## config.mk

```make
export PLATFORM = sky130hd
export DESIGN_NAME = tpl_supervisor
export DESIGN_NICKNAME = d
export VERILOG_FILES = /design/src/hw/tpl_pkg.sv /design/src/hw/tpl_ms_timer.sv /design/src/hw/tpl_supervisor.sv
export SDC_FILE = /design/constraint.sdc
export NUM_CORES = 1
export LEC_CHECK = 0
export BUFFER_PORTS_ARGS = -buffer_cell sky130_fd_sc_hd__buf_2
export CAP_MARGIN = 25
export CORE_ASPECT_RATIO = 0.75
export CORE_UTILIZATION = 45
export CTS_CLUSTER_SIZE = 14
export DETAILED_ROUTE_END_ITERATION = 8
export PLACE_DENSITY_LB_ADDON = 0.15
export SYNTH_ARGS = -nofsm -noshare
export SYNTH_HDL_FRONTEND = slang
export SYNTH_SLANG_ARGS = --single-unit
```

## constraint.sdc

```tcl
create_clock -name clk -period 6.27 [get_ports clk]
set_input_delay 1.254 -clock clk [delete_from_list [all_inputs] [get_ports clk]]
set_output_delay 1.254 -clock clk [all_outputs]
set_load 0.01 [all_outputs]
```

## src/hw/tpl_pkg.sv

```systemverilog
// Purpose: Shared constants and types of the three-phase line fault supervisor
// Assumes: 100 MHz clock, voltages as unsigned volt codes
// Notes:   Timing counts derive from the clock period
package tpl_pkg;
  // ----------------------------------------------------------------
  // Timing
  // ----------------------------------------------------------------
  localparam int CLK_PERIOD_NS = 10;
  localparam int MS_TIME_NS    = 1_000_000;
  localparam int TICK_CYCLES   = MS_TIME_NS / CLK_PERIOD_NS;
  localparam int PRE_W         = 17;
  localparam int MS_W          = 15;
  // Trip delay range, 0.1 s to 20 s, held in ms
  localparam logic [MS_W-1:0] DELAY_MIN_MS = 15'h0064;
  localparam logic [MS_W-1:0] DELAY_MAX_MS = 15'h4E20;
  // Red indicator half period while flashing
  localparam logic [MS_W-1:0] FLASH_HALF_MS = 15'h00FA;
  // ----------------------------------------------------------------
  // Voltage thresholds
  // ----------------------------------------------------------------
  localparam int V_W = 10;
  localparam int P_W = 16;
  localparam logic [V_W-1:0] UN_MIN_V = 10'h0C8;
  localparam logic [V_W-1:0] UN_MAX_V = 10'h2B2;
  // Trip below 80 %: v*5 < un*4; recover at 85 % (80 % plus 5 % band): v*20 >= un*17
  localparam logic [P_W-1:0] TRIP_V_MUL  = 16'h0005;
  localparam logic [P_W-1:0] TRIP_UN_MUL = 16'h0004;
  localparam logic [P_W-1:0] REC_V_MUL   = 16'h0014;
  localparam logic [P_W-1:0] REC_UN_MUL  = 16'h0011;
  // ----------------------------------------------------------------
  // Types
  // ----------------------------------------------------------------
  typedef struct packed {
    logic       supply;
    logic       seq_ok;
    logic [2:0] phase_ok;
  } tpl_pins_t;

  typedef struct packed {
    logic [V_W-1:0] ab;
    logic [V_W-1:0] bc;
    logic [V_W-1:0] ca;
  } tpl_volts_t;

  typedef struct packed {
    logic [PRE_W-1:0] pre;
    logic [MS_W-1:0]  ms;
    logic             expired;
  } tpl_timer_t;
endpackage

```

## src/hw/tpl_ms_timer.sv

```systemverilog
// Purpose: Millisecond timer that flags when a run of set length completes
// Assumes: run stays high for the whole interval
// Notes:   Dropping run clears the count and the flag
`timescale 1ns/10ps
`default_nettype none
module tpl_ms_timer #(
  parameter int TICK_CYCLES = tpl_pkg::TICK_CYCLES
) (
  input  wire logic                     clk,
  input  wire logic                     nrst,
  input  wire logic                     run,
  input  wire logic [tpl_pkg::MS_W-1:0] limit_ms,
  output var  logic                     expired
);
  import tpl_pkg::*;

  localparam logic [PRE_W-1:0] PRE_LAST = PRE_W'(TICK_CYCLES - 1);

  tpl_timer_t t_reg;
  tpl_timer_t t_next;

  // ----------------------------------------------------------------
  // Counting
  // ----------------------------------------------------------------
  always_comb begin
    t_next = t_reg;
    if (!run) begin
      // Restart from zero so a later run gets the full delay
      t_next = '0;
    end else if (!t_reg.expired) begin
      if (t_reg.pre == PRE_LAST) begin
        t_next.pre = '0;
        if (t_reg.ms + 15'h0001 >= limit_ms) begin
          t_next.expired = 1'b1;
        end else begin
          t_next.ms = t_reg.ms + 15'h0001;
        end
      end else begin
        t_next.pre = t_reg.pre + 17'h0_0001;
      end
    end
  end

  always_ff @(posedge clk) begin
    if (!nrst) begin
      t_reg <= '0;
    end else begin
      t_reg <= t_next;
    end
  end

  assign expired = t_reg.expired;
endmodule
`default_nettype wire

```

## src/hw/tpl_supervisor.sv

```systemverilog
// Purpose: Phase order, phase loss and undervoltage supervisor with two relays
// Assumes: Pin inputs asynchronous; voltage codes come from logic on clk
// Notes:   TICK_CYCLES may be shortened for simulation
//
// Summary of operation
// RULE1: Watch phase order, phase loss and line voltages below 80 % of nominal.
// RULE2: Undervoltage clears only at trip threshold plus 5 % of nominal.
// RULE3: Both relays always carry the same command.
// RULE4: Relays energised when healthy, released on fault or lost supply.
// RULE5: Green indicator lit whenever supply is present.
// RULE6: Energise only with correct order, all phases, voltage in range.
// RULE7: Wrong phase order flashes red and keeps relays released.
// RULE8: Undervoltage trips after the set delay, then red lit steadily.
// RULE9: Phase loss trips at once with red lit steadily, no delay.
// RULE10: Relays return automatically once the fault is gone.
// RULE11: Red indicator follows fault diagnosis, not relay command.
// RULE12: Trip delay adjustable from 0.1 s to 20 s and honoured.
// RULE13: Nominal voltage selectable 200 V to 690 V, endpoints are absolute.
// RULE14: Without supply both indicators dark and relays released.
// RULE15: Undervoltage clearing early cancels the timer; next one restarts it.
`timescale 1ns/10ps
`default_nettype none
module tpl_supervisor #(
  parameter int TICK_CYCLES = tpl_pkg::TICK_CYCLES
) (
  input  wire logic                     clk,
  input  wire logic                     nrst,
  input  wire tpl_pkg::tpl_pins_t       pins_in,
  input  wire tpl_pkg::tpl_volts_t      line_volts,
  input  wire logic [tpl_pkg::V_W-1:0]  nominal_line_voltage_setting,
  input  wire logic [tpl_pkg::MS_W-1:0] delay_setting_ms,
  output var  logic                     first_output_relay,
  output var  logic                     second_output_relay,
  output var  logic                     supply_led,
  output var  logic                     fault_led
);
  import tpl_pkg::*;

  typedef struct packed {
    tpl_pins_t  sync1;
    tpl_pins_t  sync2;
    logic [2:0] uv_band;
    logic       flash;
    logic       relay;
    logic       green;
    logic       red;
  } tpl_state_t;

  tpl_state_t s_reg;
  tpl_state_t s_next;

  logic [V_W-1:0]  un_sel;
  logic [MS_W-1:0] delay_sel;
  logic [2:0]      below;
  logic [2:0]      recover;
  logic [V_W-1:0]  v_line [3];
  logic            uv_any;
  logic            uv_trip;
  logic            flash_exp;
  logic            phase_loss;
  logic            order_bad;
  logic            healthy;
  logic            order_only;

  // ----------------------------------------------------------------
  // Settings clamp
  // ----------------------------------------------------------------
  // RULE13: clamp nominal voltage
  assign un_sel = (nominal_line_voltage_setting < UN_MIN_V) ? UN_MIN_V :
                  (nominal_line_voltage_setting > UN_MAX_V) ? UN_MAX_V : nominal_line_voltage_setting;
  // RULE12: clamp trip delay
  assign delay_sel = (delay_setting_ms < DELAY_MIN_MS) ? DELAY_MIN_MS :
                     (delay_setting_ms > DELAY_MAX_MS) ? DELAY_MAX_MS : delay_setting_ms;

  // ----------------------------------------------------------------
  // Per-line undervoltage compare
  // ----------------------------------------------------------------
  assign v_line[0] = line_volts.ab;
  assign v_line[1] = line_volts.bc;
  assign v_line[2] = line_volts.ca;

  for (genvar i = 0; i < 3; i++) begin : g_line
    logic [P_W-1:0] v_w;
    logic [P_W-1:0] un_w;
    assign v_w  = P_W'(v_line[i]);
    assign un_w = P_W'(un_sel);
    // RULE1: trip threshold compare
    assign below[i]   = (v_w * TRIP_V_MUL) < (un_w * TRIP_UN_MUL);
    // RULE2: recovery with hysteresis band
    assign recover[i] = (v_w * REC_V_MUL) >= (un_w * REC_UN_MUL);
  end

  // RULE8: any single line or all lines alike start the delay
  assign uv_any     = |s_reg.uv_band;
  assign phase_loss = ~&s_reg.sync2.phase_ok;
  assign order_bad  = ~s_reg.sync2.seq_ok;

  // ----------------------------------------------------------------
  // Timers
  // ----------------------------------------------------------------
  // RULE15: timer runs only while undervoltage persists
  tpl_ms_timer #(
    .TICK_CYCLES (TICK_CYCLES)
  ) u_trip_timer (
    .clk      (clk),
    .nrst     (nrst),
    .run      (uv_any),
    .limit_ms (delay_sel),
    .expired  (uv_trip)
  );

  // Same timer reused as flash divider; one idle cycle per half period
  tpl_ms_timer #(
    .TICK_CYCLES (TICK_CYCLES)
  ) u_flash_timer (
    .clk      (clk),
    .nrst     (nrst),
    .run      (order_bad & ~flash_exp),
    .limit_ms (FLASH_HALF_MS),
    .expired  (flash_exp)
  );

  // RULE6: healthy only with every condition met
  assign healthy = s_reg.sync2.supply & ~order_bad & ~phase_loss & ~uv_trip;

  // ----------------------------------------------------------------
  // Next state
  // ----------------------------------------------------------------
  always_comb begin
    s_next       = s_reg;
    s_next.sync1 = pins_in;
    s_next.sync2 = s_reg.sync1;
    // RULE2: band set below trip, held until recovery
    s_next.uv_band = (s_reg.uv_band & ~recover) | below;
    if (!order_bad) begin
      s_next.flash = 1'b0;
    end else if (flash_exp) begin
      s_next.flash = ~s_reg.flash;
    end
    // RULE4: closed-circuit drive; RULE10: no latch, so recovery is automatic
    s_next.relay = healthy;
    // RULE5: green mirrors supply
    s_next.green = s_reg.sync2.supply;
    // RULE11: red from diagnosis; loss outranks order since order is meaningless then
    if (!s_reg.sync2.supply) begin
      // RULE14: dark without supply
      s_next.red = 1'b0;
    end else if (phase_loss) begin
      // RULE9: steady, no delay
      s_next.red = 1'b1;
    end else if (order_bad) begin
      // RULE7: flashing on wrong order
      s_next.red = s_reg.flash;
    end else begin
      // RULE8: steady after the delay
      s_next.red = uv_trip;
    end
  end

  always_ff @(posedge clk) begin
    if (!nrst) begin
      s_reg <= '0;
    end else begin
      s_reg <= s_next;
    end
  end

  // RULE3: one register feeds both relays
  assign first_output_relay  = s_reg.relay;
  assign second_output_relay = s_reg.relay;
  assign supply_led          = s_reg.green;
  assign fault_led           = s_reg.red;

  // Wrong order alone sets the red pattern; loss or dark supply masks it
  assign order_only = s_reg.sync2.supply & ~phase_loss & order_bad;
endmodule
`default_nettype wire

```

==> flow_metrics.py, run 1 <==
metrics = {
    "critical_path": {
        "r2r_slack_ns": 2.80,
        "cp_data_required_time_ns": 6.53,
        "cp_common_cell": "ha_1",
        "path_cells": "buf_2 > o311ai_1 > a32o_1 > inv_1 > or3_1 > ha_1 > ha_1 > nor2b_1 > o21ai_0 > nand2b_1 > a21o_1 > a21o_1 > xnor2_1 > ha_1 > and4_1 > a41oi_1 > a31oi_1 > maj3_1 > o21ai_0",
        "reg2reg_from": "u_trip_timer.t_reg[1]$_SDFFE_PN0P_",
        "setup.worst_path.end": "s_reg[6]$_SDFF_PN0_",
        "cp_slowest_cell": "o311ai_1",
        "cp_max_fo": 5,
        "cp-end-kind": "register",
        "worstSetupStartpointType": "input port",
        "critPathLaunch": "nominal_line_voltage_setting[3]",
        "cpPeakStageDelay_ns": 0.63,
        "worstSetupPathType": "input port to register",
        "reg2reg_to": "u_trip_timer.expired$_SDFF_PN0_",
        "cp.arrival_ns": 5.83,
        "r2r_cells": 13,
    },
    "clock_tree": {
        "clock_latency_ns": 0.34,
        "cts.path.max_buffers": 2,
        "post_cts_resized": 0,
        "cts_max_level": 3,
        "ctsRootBufferMaster": "clkbuf_16",
        "post-cts-setup-buffers": 0,
        "cts_tree": "built",
        "numCtsBuffers": 9,
        "cts_hold_buf": 0,
        "clock_sinks": 83,
        "clk_pin_slew_worst_paths_ns": 0.06,
    },
    "sta": {
        "setup_tns_ns": 0,
        "post-route-period-util": 0.888,
        "worstMarginPinSlew_ns": 0.866,
        "maxSlewHeadroom": 0.421,
        "finalCriticalPeriod_ns": 5.57,
        "finalHoldViolCount": 0,
        "whs_ns": 0.432,
        "drv_slew": 0,
        "rsz0062_at_grt": "no",
        "fin_skew_ns": 0.00957,
        "setup_viol": 0,
        "fmax_mhz": 180,
    },
    "yosys": {
        "seq_area_frac_synth": 0.215,
        "synth_cell_types": 76,
        "syn-cell-area_mm2": 0.00772,
        "async_reset_ff_frac": 0,
        "synth_edf_count": 0,
        "ys_ff_latch": 83,
        "postSynthAreaPerCell_um2": 8.30,
        "ys.flop_type": "dfxtp_1",
        "ys_warn_count": 0,
        "synthCells": 930,
    },
    "global_route": {
        "busiest_layer": "met1",
        "grt_overflow_total": 0,
        "grt_max_degree": 24,
        "grt_antenna_before_repair": 0,
        "grt_pass1_vias": 5955,
        "met2_usage": 0.283,
        "gr-usage-met3": 0.0362,
        "grt_use_met1": 0.329,
        "grt.total_usage": 0.207,
        "grt_pass1_wl_um": 29500,
    },
    "cells_and_area": {
        "final_cells": 1209,
        "design_area_mm2": 0.00856,
        "drive_gt1_frac": 0.104,
        "nFillCells": 1638,
        "final_cell_mix": "ha_1 (139), dfxtp_1 (83), nand2_1 (70), nor2_1 (70), buf_2 (65)",
        "areaGrowthSynthToFinish_pct": 10.9,
        "final_common_cell": "ha_1",
        "antennaDiodeCount": 0,
        "fin_util": 0.510,
        "nNetsFinal": 1194,
    },
    "power": {
        "combPwrFrac": 0.388,
        "p_switching_w": 0.000621,
        "p_leak_nw": 3.97,
        "p_per_area_mw_per_mm2": 208,
        "swShare": 0.349,
        "p_clk_frac": 0.300,
        "vdd.ir_drop.worst_mv": 0.125,
        "p_int_w": 0.00116,
        "seq_power_share": 0.313,
    },
    "routing": {
        "vias": 6560,
        "drt_iter0_drc": 399,
        "wire_per_inst_um": 14.7,
        "first_pass_iters": 4,
        "drt-total-wl_um": 17700,
        "vias_per_cell": 5.43,
        "drc": 0,
        "drt.antenna.violating_nets": 0,
    },
    "job": {
        "max_cap_viol_count": 0,
    },
    "placement": {
        "finalWeightedCongestion": 0.939,
        "placed_cells": 1193,
        "io_buffer_count": 65,
        "dpl-instance-area_mm2": 0.00826,
        "dp_hpwl_um": 14400,
    },
    "run_status": {
        "status": "completed",
    },
    "floorplan": {
        "die_area_mm2": 0.0177,
        "die_w_um": 153,
        "start_util": 0.460,
        "rows": 41,
        "die_height_um": 115,
        "ios": 66,
        "core_mm2": 0.0168,
    },
    "min_path": {
        "holdCritPathClass": "register to register",
        "min_from": "s_next[8]$_SDFF_PN0_",
    },
}
synthesized netlist by cell type, types with 8 or more instances:
library cell  instances  area (um2)
a21o_1               23         173
a21oi_1              46         230
and2_1               18         113
and3_1               14        87.6
clkbuf_1             18        67.6
dfxtp_1              83        1660
ha_1                139        1740
inv_1                48         180
mux2i_1              17         170
nand2_1              70         263
nand2b_1             24         150
nand3_1              41         205
nand4_1              21         131
nor2_1               70         263
nor2b_1              16         100
nor3_1               21         105
nor4_1                9        56.3
o211ai_1             11        82.6
o21a_1                8        60.1
o21ai_0              33         165
or3_1                 9        56.3
or4_1                 9        67.6
xnor2_1              40         350
xor2_1               26         228
metrics by stage:
stage | worst slack [ns] | total power, W
finish | 0.703 | 0.00178
global route | 0.399 | 0.00192
CTS | 0.781 | 0.00179
detailed placement | 0.418 | 0.00125
global placement | 0.441 | 0.00123
floorplan | 0.745 | 0.00106
worst min path at each step:
stage | end | cells past startpoint | slack [ns]
after global placement | s_reg[8]$_SDFF_PN0_ | 1 | 0.42
after floorplan | s_next[1]$_SDFF_PN0_ | 1 | 0.41
after CTS | s_reg[8]$_SDFF_PN0_ | 1 | 0.43
after global routing | s_reg[9]$_SDFF_PN0_ | 1 | 0.45
final | s_reg[8]$_SDFF_PN0_ | 1 | 0.43
after detailed placement | s_reg[8]$_SDFF_PN0_ | 1 | 0.42
per-layer routing:
layer / share of wire / wire (um)
met1: 0.58 / 10300
met2: 0.37 / 6560
met3: 0.045 / 792
met4: 0.0054 / 95
met5: 0 / 0
cells by family after synthesis:
logic type	after synthesis	synth area share
multiplexers	18	0.0235
flip-flops	83	0.215
AO/OA/AOI/OAI	185	0.163
AND/OR/NAND/NOR	356	0.242
adder cells (fa/ha/maj)	147	0.241
XOR/XNOR	66	0.0749
other	1	0.000486
buffers and inverters	74	0.0402
final cells by class:
cell class	count	area [um2]	share of cell area
well taps	215	269	0.0314
repair buffers	72	398	0.0465
clock buffers	9	225	0.0263
inverters	48	180	0.0210
clock inverters	7	75.1	0.00877
flip-flops and latches	83	1660	0.194
multi-input cells	775	5750	0.672
power groups by stage:
| stage | sequential (W) | clock (W) | combinational [W] |
|---|---|---|---|
| after CTS | 0.000556 | 0.000551 | 0.000687 |
| after global routing | 0.000558 | 0.000570 | 0.000789 |
| after floorplan | 0.000564 | 0 | 0.000494 |
| after global placement | 0.000568 | 0 | 0.000667 |
| final | 0.000556 | 0.000533 | 0.000689 |
| after detailed placement | 0.000567 | 0 | 0.000682 |
critical path: cells and delay by family:
family | cells | cell delay (ns)
AOI/OAI and AO/OA | 8 | 1.83
xor gates and xnor gates | 1 | 0.32
adders and majority gates | 4 | 1.32
buffers and inverters | 2 | 0.19
and+or+nand+nor | 4 | 0.89
Power figures use the tool's default switching activity.
==> run 2, diff against run 1 <==
--- a/config.mk
+++ b/config.mk
@@ -5,12 +5,14 @@
 export SDC_FILE = /design/constraint.sdc
 export NUM_CORES = 1
 export LEC_CHECK = 0
-export BUFFER_PORTS_ARGS = -buffer_cell sky130_fd_sc_hd__buf_2
 export CAP_MARGIN = 25
+export CELL_PAD_IN_SITES_DETAIL_PLACEMENT = 2
+export CELL_PAD_IN_SITES_GLOBAL_PLACEMENT = 2
 export CORE_ASPECT_RATIO = 0.75
-export CORE_UTILIZATION = 45
+export CORE_UTILIZATION = 36
 export CTS_CLUSTER_SIZE = 14
 export DETAILED_ROUTE_END_ITERATION = 8
+export DONT_BUFFER_PORTS = 1
 export PLACE_DENSITY_LB_ADDON = 0.15
 export SYNTH_ARGS = -nofsm -noshare
 export SYNTH_HDL_FRONTEND = slang
==> constraint.sdc (replaced) <==
create_clock -name clk -period 4.75 [get_ports clk]
set_input_delay 0.95 -clock clk [delete_from_list [all_inputs] [get_ports clk]]
set_output_delay 0.95 -clock clk [all_outputs]
set_load 0.01 [all_outputs]
==> run 2 against run 1 <==
Clock-buffer cell count unchanged. Highest routed layer unchanged. Largest cell class unchanged. First-iteration DRC count is 25% lower. Total power grew 37%. Clock skew increased by 0.0070 ns. Worst setup slack got worse by 0.57 ns.
==> flow_metrics.py, run 2 (synthesized netlist as in run 1, its figures left out) <==
metrics = {
    "floorplan": {
        "die_w_um": 171,
        "die_height_um": 129,
        "die_area_mm2": 0.0220,
        "start_util": 0.374,
        "ios": 66,
        "core_mm2": 0.0206,
        "rows": 45,
    },
    "routing": {
        "wire_per_inst_um": 20.2,
        "drt.antenna.violating_nets": 0,
        "drc": 0,
        "drt_iter0_drc": 298,
        "drt-total-wl_um": 24900,
        "vias": 6975,
        "first_pass_iters": 6,
        "vias_per_cell": 5.66,
    },
    "min_path": {
        "holdCritPathClass": "register to register",
    },
    "critical_path": {
        "cp-end-kind": "register",
        "cp_data_required_time_ns": 4.99,
        "worstSetupStartpointType": "input port",
        "path_cells": "and4b_1 > a311oi_2 > a211o_1 > and2_4 > or3_4 > ha_4 > ha_4 > o21ai_0 > o21a_1 > nor2_1 > o21a_1 > xnor2_2 > ha_1 > a21oi_1 > nor2b_1 > o21ai_0 > and4b_1 > o21ai_1 > o32ai_1",
        "cp.buffers_inverters": 0,
        "cp.arrival_ns": 4.86,
        "cpPeakStageDelay_ns": 0.41,
        "cp_slowest_cell": "or3_4",
        "worstSetupPathType": "input port to register",
        "crit_family": "compound AO/OA/AOI/OAI gates",
        "cp_max_fo": 6,
    },
    "clock_tree": {
        "ctsRootBufferMaster": "clkbuf_16",
        "numCtsBuffers": 9,
        "cts.path.max_buffers": 2,
        "cts_tree": "built",
        "clock_sinks": 83,
        "cts_hold_buf": 0,
        "clock_latency_ns": 0.35,
        "clk_pin_slew_worst_paths_ns": 0.08,
        "cts_max_level": 3,
    },
    "sta": {
        "setup_tns_ns": 0,
        "post-route-period-util": 0.973,
        "drv_slew": 0,
        "setup_slack_ns": 0.129,
        "finalHoldViolCount": 0,
        "maxSlewHeadroom": 0.340,
        "finalCriticalPeriod_ns": 4.62,
        "fmax_mhz": 216,
        "setup_viol": 0,
        "worstMarginPinSlew_ns": 0.986,
        "fin_skew_ns": 0.0166,
    },
    "cells_and_area": {
        "design_area_mm2": 0.00858,
        "antennaDiodeCount": 0,
        "regArea_mm2": 0.00166,
        "nNetsFinal": 1150,
        "nFillCells": 2385,
        "final_common_cell": "ha_1",
        "drive_gt1_frac": 0.0842,
        "final_cell_mix": "ha_1 (134), dfxtp_1 (83), nor2_1 (70)",
        "areaGrowthSynthToFinish_pct": 11.2,
        "multi_input_area_mm2": 0.00589,
    },
    "power": {
        "total_power_w": 0.00243,
        "vdd.ir_drop.worst_mv": 0.188,
        "p_per_area_mw_per_mm2": 283,
        "p_leak_nw": 3.82,
    },
    "global_route": {
        "grt.total_usage": 0.232,
        "grt_antenna_before_repair": 0,
        "grt_pass1_vias": 7732,
        "grt_overflow_total": 0,
        "grt_max_degree": 33,
        "grt_pass1_wl_um": 40200,
    },
    "placement": {
        "pre_cts_ws_ns": -0.310,
        "dp_hpwl_um": 20400,
        "dpl-instance-area_mm2": 0.00821,
        "io_buffer_count": 0,
        "finalWeightedCongestion": 0.811,
    },
    "job": {
        "max_cap_viol_count": 0,
    },
    "run_status": {
        "status": "completed",
    },
}
[run 2: path summary, 6_finish.rpt]
kind / start / end / slack, ns / cells after the start
max: nominal_line_voltage_setting[6] / s_reg[5]$_SDFF_PN0_ / 0.13 / 19
min: s_next[11]$_SDFF_PN0_ / s_next[1]$_SDFF_PN0_ / 0.44 / 1
max reg2reg: u_trip_timer.t_reg[1]$_SDFFE_PN0P_ / u_trip_timer.t_reg[1]$_SDFFE_PN0P_ / 1.34 / 10
min reg2reg: s_next[11]$_SDFF_PN0_ / s_next[1]$_SDFF_PN0_ / 0.44 / 1
[run 2: cell type report]
| type | instances | area share |
|---|---|---|
| Inverter | 48 | 0.0210 |
| Sequential cell | 83 | 0.194 |
| Tap cell | 282 | 0.0411 |
| Timing Repair Buffer | 28 | 0.0245 |
| Clock buffer | 9 | 0.0262 |
| Multi-Input combinational cell | 775 | 0.687 |
| Clock inverter | 7 | 0.00656 |
[run 2: worst reg2reg max path: cells and delay by family, from the launching register on]
kind / cells / cell delay [ns]
muxes: 1 / 0.17
xor gates and xnor gates: 1 / 0.17
adders and majority gates: 2 / 0.64
DFF: 1 / 0.41
and+or+nand+nor: 6 / 1.92
[run 2: routing by layer]
layer | wire [um] | global-route usage
met1 | 13000 | 0.332
met2 | 11000 | 0.372
met3 | 772 | 0.0360
met4 | 184 | 0.0352
met5 | 0 | 0
[run 2: report_power, final]
group	switching, W	internal (W)
logic	0.000579	0.000433
clock network	0.000318	0.000362
registers	0.0000174	0.000719
total	0.000915	0.00151
[run 2: repair_timing]
item / in CTS / in global routing
setup buffers: 0 / 1
gates resized for setup: 0 / 14
setup endpoints to repair: 0 / 3
[run 2: per-stage QoR]
step,utilization,instances,hold slack (ns)
2_1_floorplan,-,932,0.412
3_3_place_gp,0.399,1215,0.418
3_5_place_dp,0.399,1215,0.421
4_1_cts,0.412,1231,0.439
5_1_grt,0.416,1232,0.459
6_report,0.416,1232,0.440
==> run 3, diff against run 2 <==
--- a/config.mk
+++ b/config.mk
@@ -8,7 +8,7 @@
 export CAP_MARGIN = 25
 export CELL_PAD_IN_SITES_DETAIL_PLACEMENT = 2
 export CELL_PAD_IN_SITES_GLOBAL_PLACEMENT = 2
-export CORE_ASPECT_RATIO = 0.75
+export CORE_ASPECT_RATIO = 0.9
 export CORE_UTILIZATION = 36
 export CTS_CLUSTER_SIZE = 14
 export DETAILED_ROUTE_END_ITERATION = 8
==> run 3 against run 2 <==
Global-route usage down 0.65 points. Worst hold slack better by 0.0083 ns. Flip-flop and latch count unchanged. Final area down 0.74%. Worst setup slack better by 0.079 ns. Non-clock buffer count down 4. Largest power group unchanged.
==> flow_metrics.py, run 3 (synthesized netlist as in run 1, its figures left out) <==
metrics = {
    "clock_tree": {
        "clock_latency_ns": 0.35,
        "numCtsBuffers": 9,
        "ctsRootBufferMaster": "clkbuf_16",
        "clock_sinks": 83,
        "cts_max_level": 3,
        "clk_pin_slew_worst_paths_ns": 0.06,
        "cts_tree": "built",
        "post-cts-setup-buffers": 0,
        "cts.path.max_buffers": 2,
    },
    "sta": {
        "setup_viol": 0,
        "worstMarginPinSlew_ns": 0.955,
        "drv_slew": 0,
        "setup_tns_ns": 0,
        "post-route-period-util": 0.956,
        "whs_ns": 0.449,
        "rsz0062_at_grt": "no",
        "finalCriticalPeriod_ns": 4.54,
        "finalHoldViolCount": 0,
        "maxSlewHeadroom": 0.361,
        "fin_skew_ns": 0.00947,
        "fmax_mhz": 220,
        "setup_slack_ns": 0.208,
    },
    "routing": {
        "first_pass_iters": 4,
        "vias_per_cell": 5.64,
        "vias": 6956,
        "drt-total-wl_um": 23700,
        "drt_iter0_drc": 264,
        "wire_per_inst_um": 19.2,
        "drt.antenna.violating_nets": 0,
        "drc": 0,
    },
    "floorplan": {
        "start_util": 0.369,
        "die_height_um": 141,
        "core_mm2": 0.0209,
        "die_area_mm2": 0.0220,
        "rows": 50,
        "die_w_um": 156,
        "ios": 66,
    },
    "power": {
        "p_leak_nw": 3.79,
        "p_switching_w": 0.000861,
        "swShare": 0.357,
        "p_clk_frac": 0.295,
        "vdd.ir_drop.worst_mv": 0.181,
        "p_per_area_mw_per_mm2": 283,
        "total_power_w": 0.00241,
        "seq_power_share": 0.306,
        "p_int_w": 0.00155,
        "combPwrFrac": 0.399,
    },
    "min_path": {
        "holdCritPathClass": "register to register",
    },
    "cells_and_area": {
        "final_common_cell": "ha_1",
        "drive_gt1_frac": 0.0708,
        "nFillCells": 2363,
        "nNetsFinal": 1146,
        "areaGrowthSynthToFinish_pct": 10.4,
        "design_area_mm2": 0.00852,
        "final_cell_mix": "ha_1 (136), dfxtp_1 (83), nor2_1 (70)",
    },
    "global_route": {
        "grt_pass1_vias": 7914,
        "grt_overflow_total": 0,
        "grt.total_usage": 0.225,
        "grt_max_degree": 33,
        "grt_pass1_wl_um": 39700,
        "grt_antenna_before_repair": 1,
    },
    "placement": {
        "pre_cts_ws_ns": -0.237,
        "io_buffer_count": 0,
        "dpl-instance-area_mm2": 0.00820,
        "finalWeightedCongestion": 0.906,
        "dp_hpwl_um": 19300,
    },
    "critical_path": {
        "worstSetupStartpointType": "input port",
        "cp.arrival_ns": 4.82,
        "cp-end-kind": "register",
        "cp_data_required_time_ns": 5.03,
        "worstSetupPathType": "input port to register",
        "cp_max_fo": 6,
    },
    "run_status": {
        "status": "completed",
    },
    "job": {
        "max_cap_viol_count": 0,
    },
}
==> run 3: final timing paths <==
kind                                                         start                         endpoint  slack [ns]  cells after the start
worst max-delay path               nominal_line_voltage_setting[6]              s_reg[6]$_SDFF_PN0_        0.21                     19
worst min-delay path                          s_next[7]$_SDFF_PN0_              s_reg[7]$_SDFF_PN0_        0.45                      1
worst max register to register  u_trip_timer.t_reg[3]$_SDFFE_PN0P_  u_trip_timer.expired$_SDFF_PN0_        1.40                     14
worst min register to register                s_next[7]$_SDFF_PN0_              s_reg[7]$_SDFF_PN0_        0.45                      1
==> run 3: per-layer routing <==
metal / part of all wire / track usage
met1: 0.45 / 0.267
met2: 0.51 / 0.417
met3: 0.026 / 0.0354
met4: 0.019 / 0.0619
met5: 0 / 0
==> run 3: critical path: stages <==
cell and delay, ns:
and4b_1 0.26, a311oi_1 0.10, a211o_1 0.30, and2_4 0.19, or3_1 0.44, ha_4 0.30
ha_4 0.20, nor2b_2 0.16, o21ai_1 0.15, nand2b_1 0.09, a21o_1 0.16, a21o_1 0.21
xnor2_2 0.20, ha_1 0.27, and4_1 0.21, a41oi_2 0.13, a31oi_1 0.07, maj3_2 0.31
o21ai_1 0.12
==> run 3: layout make-up <==
cell class,count,area (um2),share of cell area
multi-input combinational,775,5840,0.686
sequential,83,1660,0.195
tap,286,358,0.0420
clock buffer,11,233,0.0273
timing repair buffer,24,180,0.0212
inverter,48,180,0.0212
clock inverter,5,62.6,0.00735
antenna,1,2.50,0.000294
==> run 3: power by group through the flow <==
| stage | clock (W) | combinational (W) | sequential (W) |
|---|---|---|---|
| after global routing | 0.000761 | 0.00108 | 0.000739 |
| after CTS | 0.000732 | 0.000967 | 0.000737 |
| after global placement | 0 | 0.000880 | 0.000752 |
| after detailed placement | 0 | 0.000956 | 0.000753 |
| after floorplan | 0 | 0.000675 | 0.000745 |
| final | 0.000711 | 0.000962 | 0.000737 |
==> run 3: metrics by stage <==
step           std cells   util
2_1_floorplan        932      -
4_1_cts             1232  0.406
5_1_grt             1233  0.408
3_5_place_dp        1216  0.392
3_3_place_gp        1216  0.392
6_report            1233  0.408
==> run 3: timing repair <==
item                       CTS  global route
hold buffers                 0             0
setup endpoints to repair    0             3
resized for setup            0             5
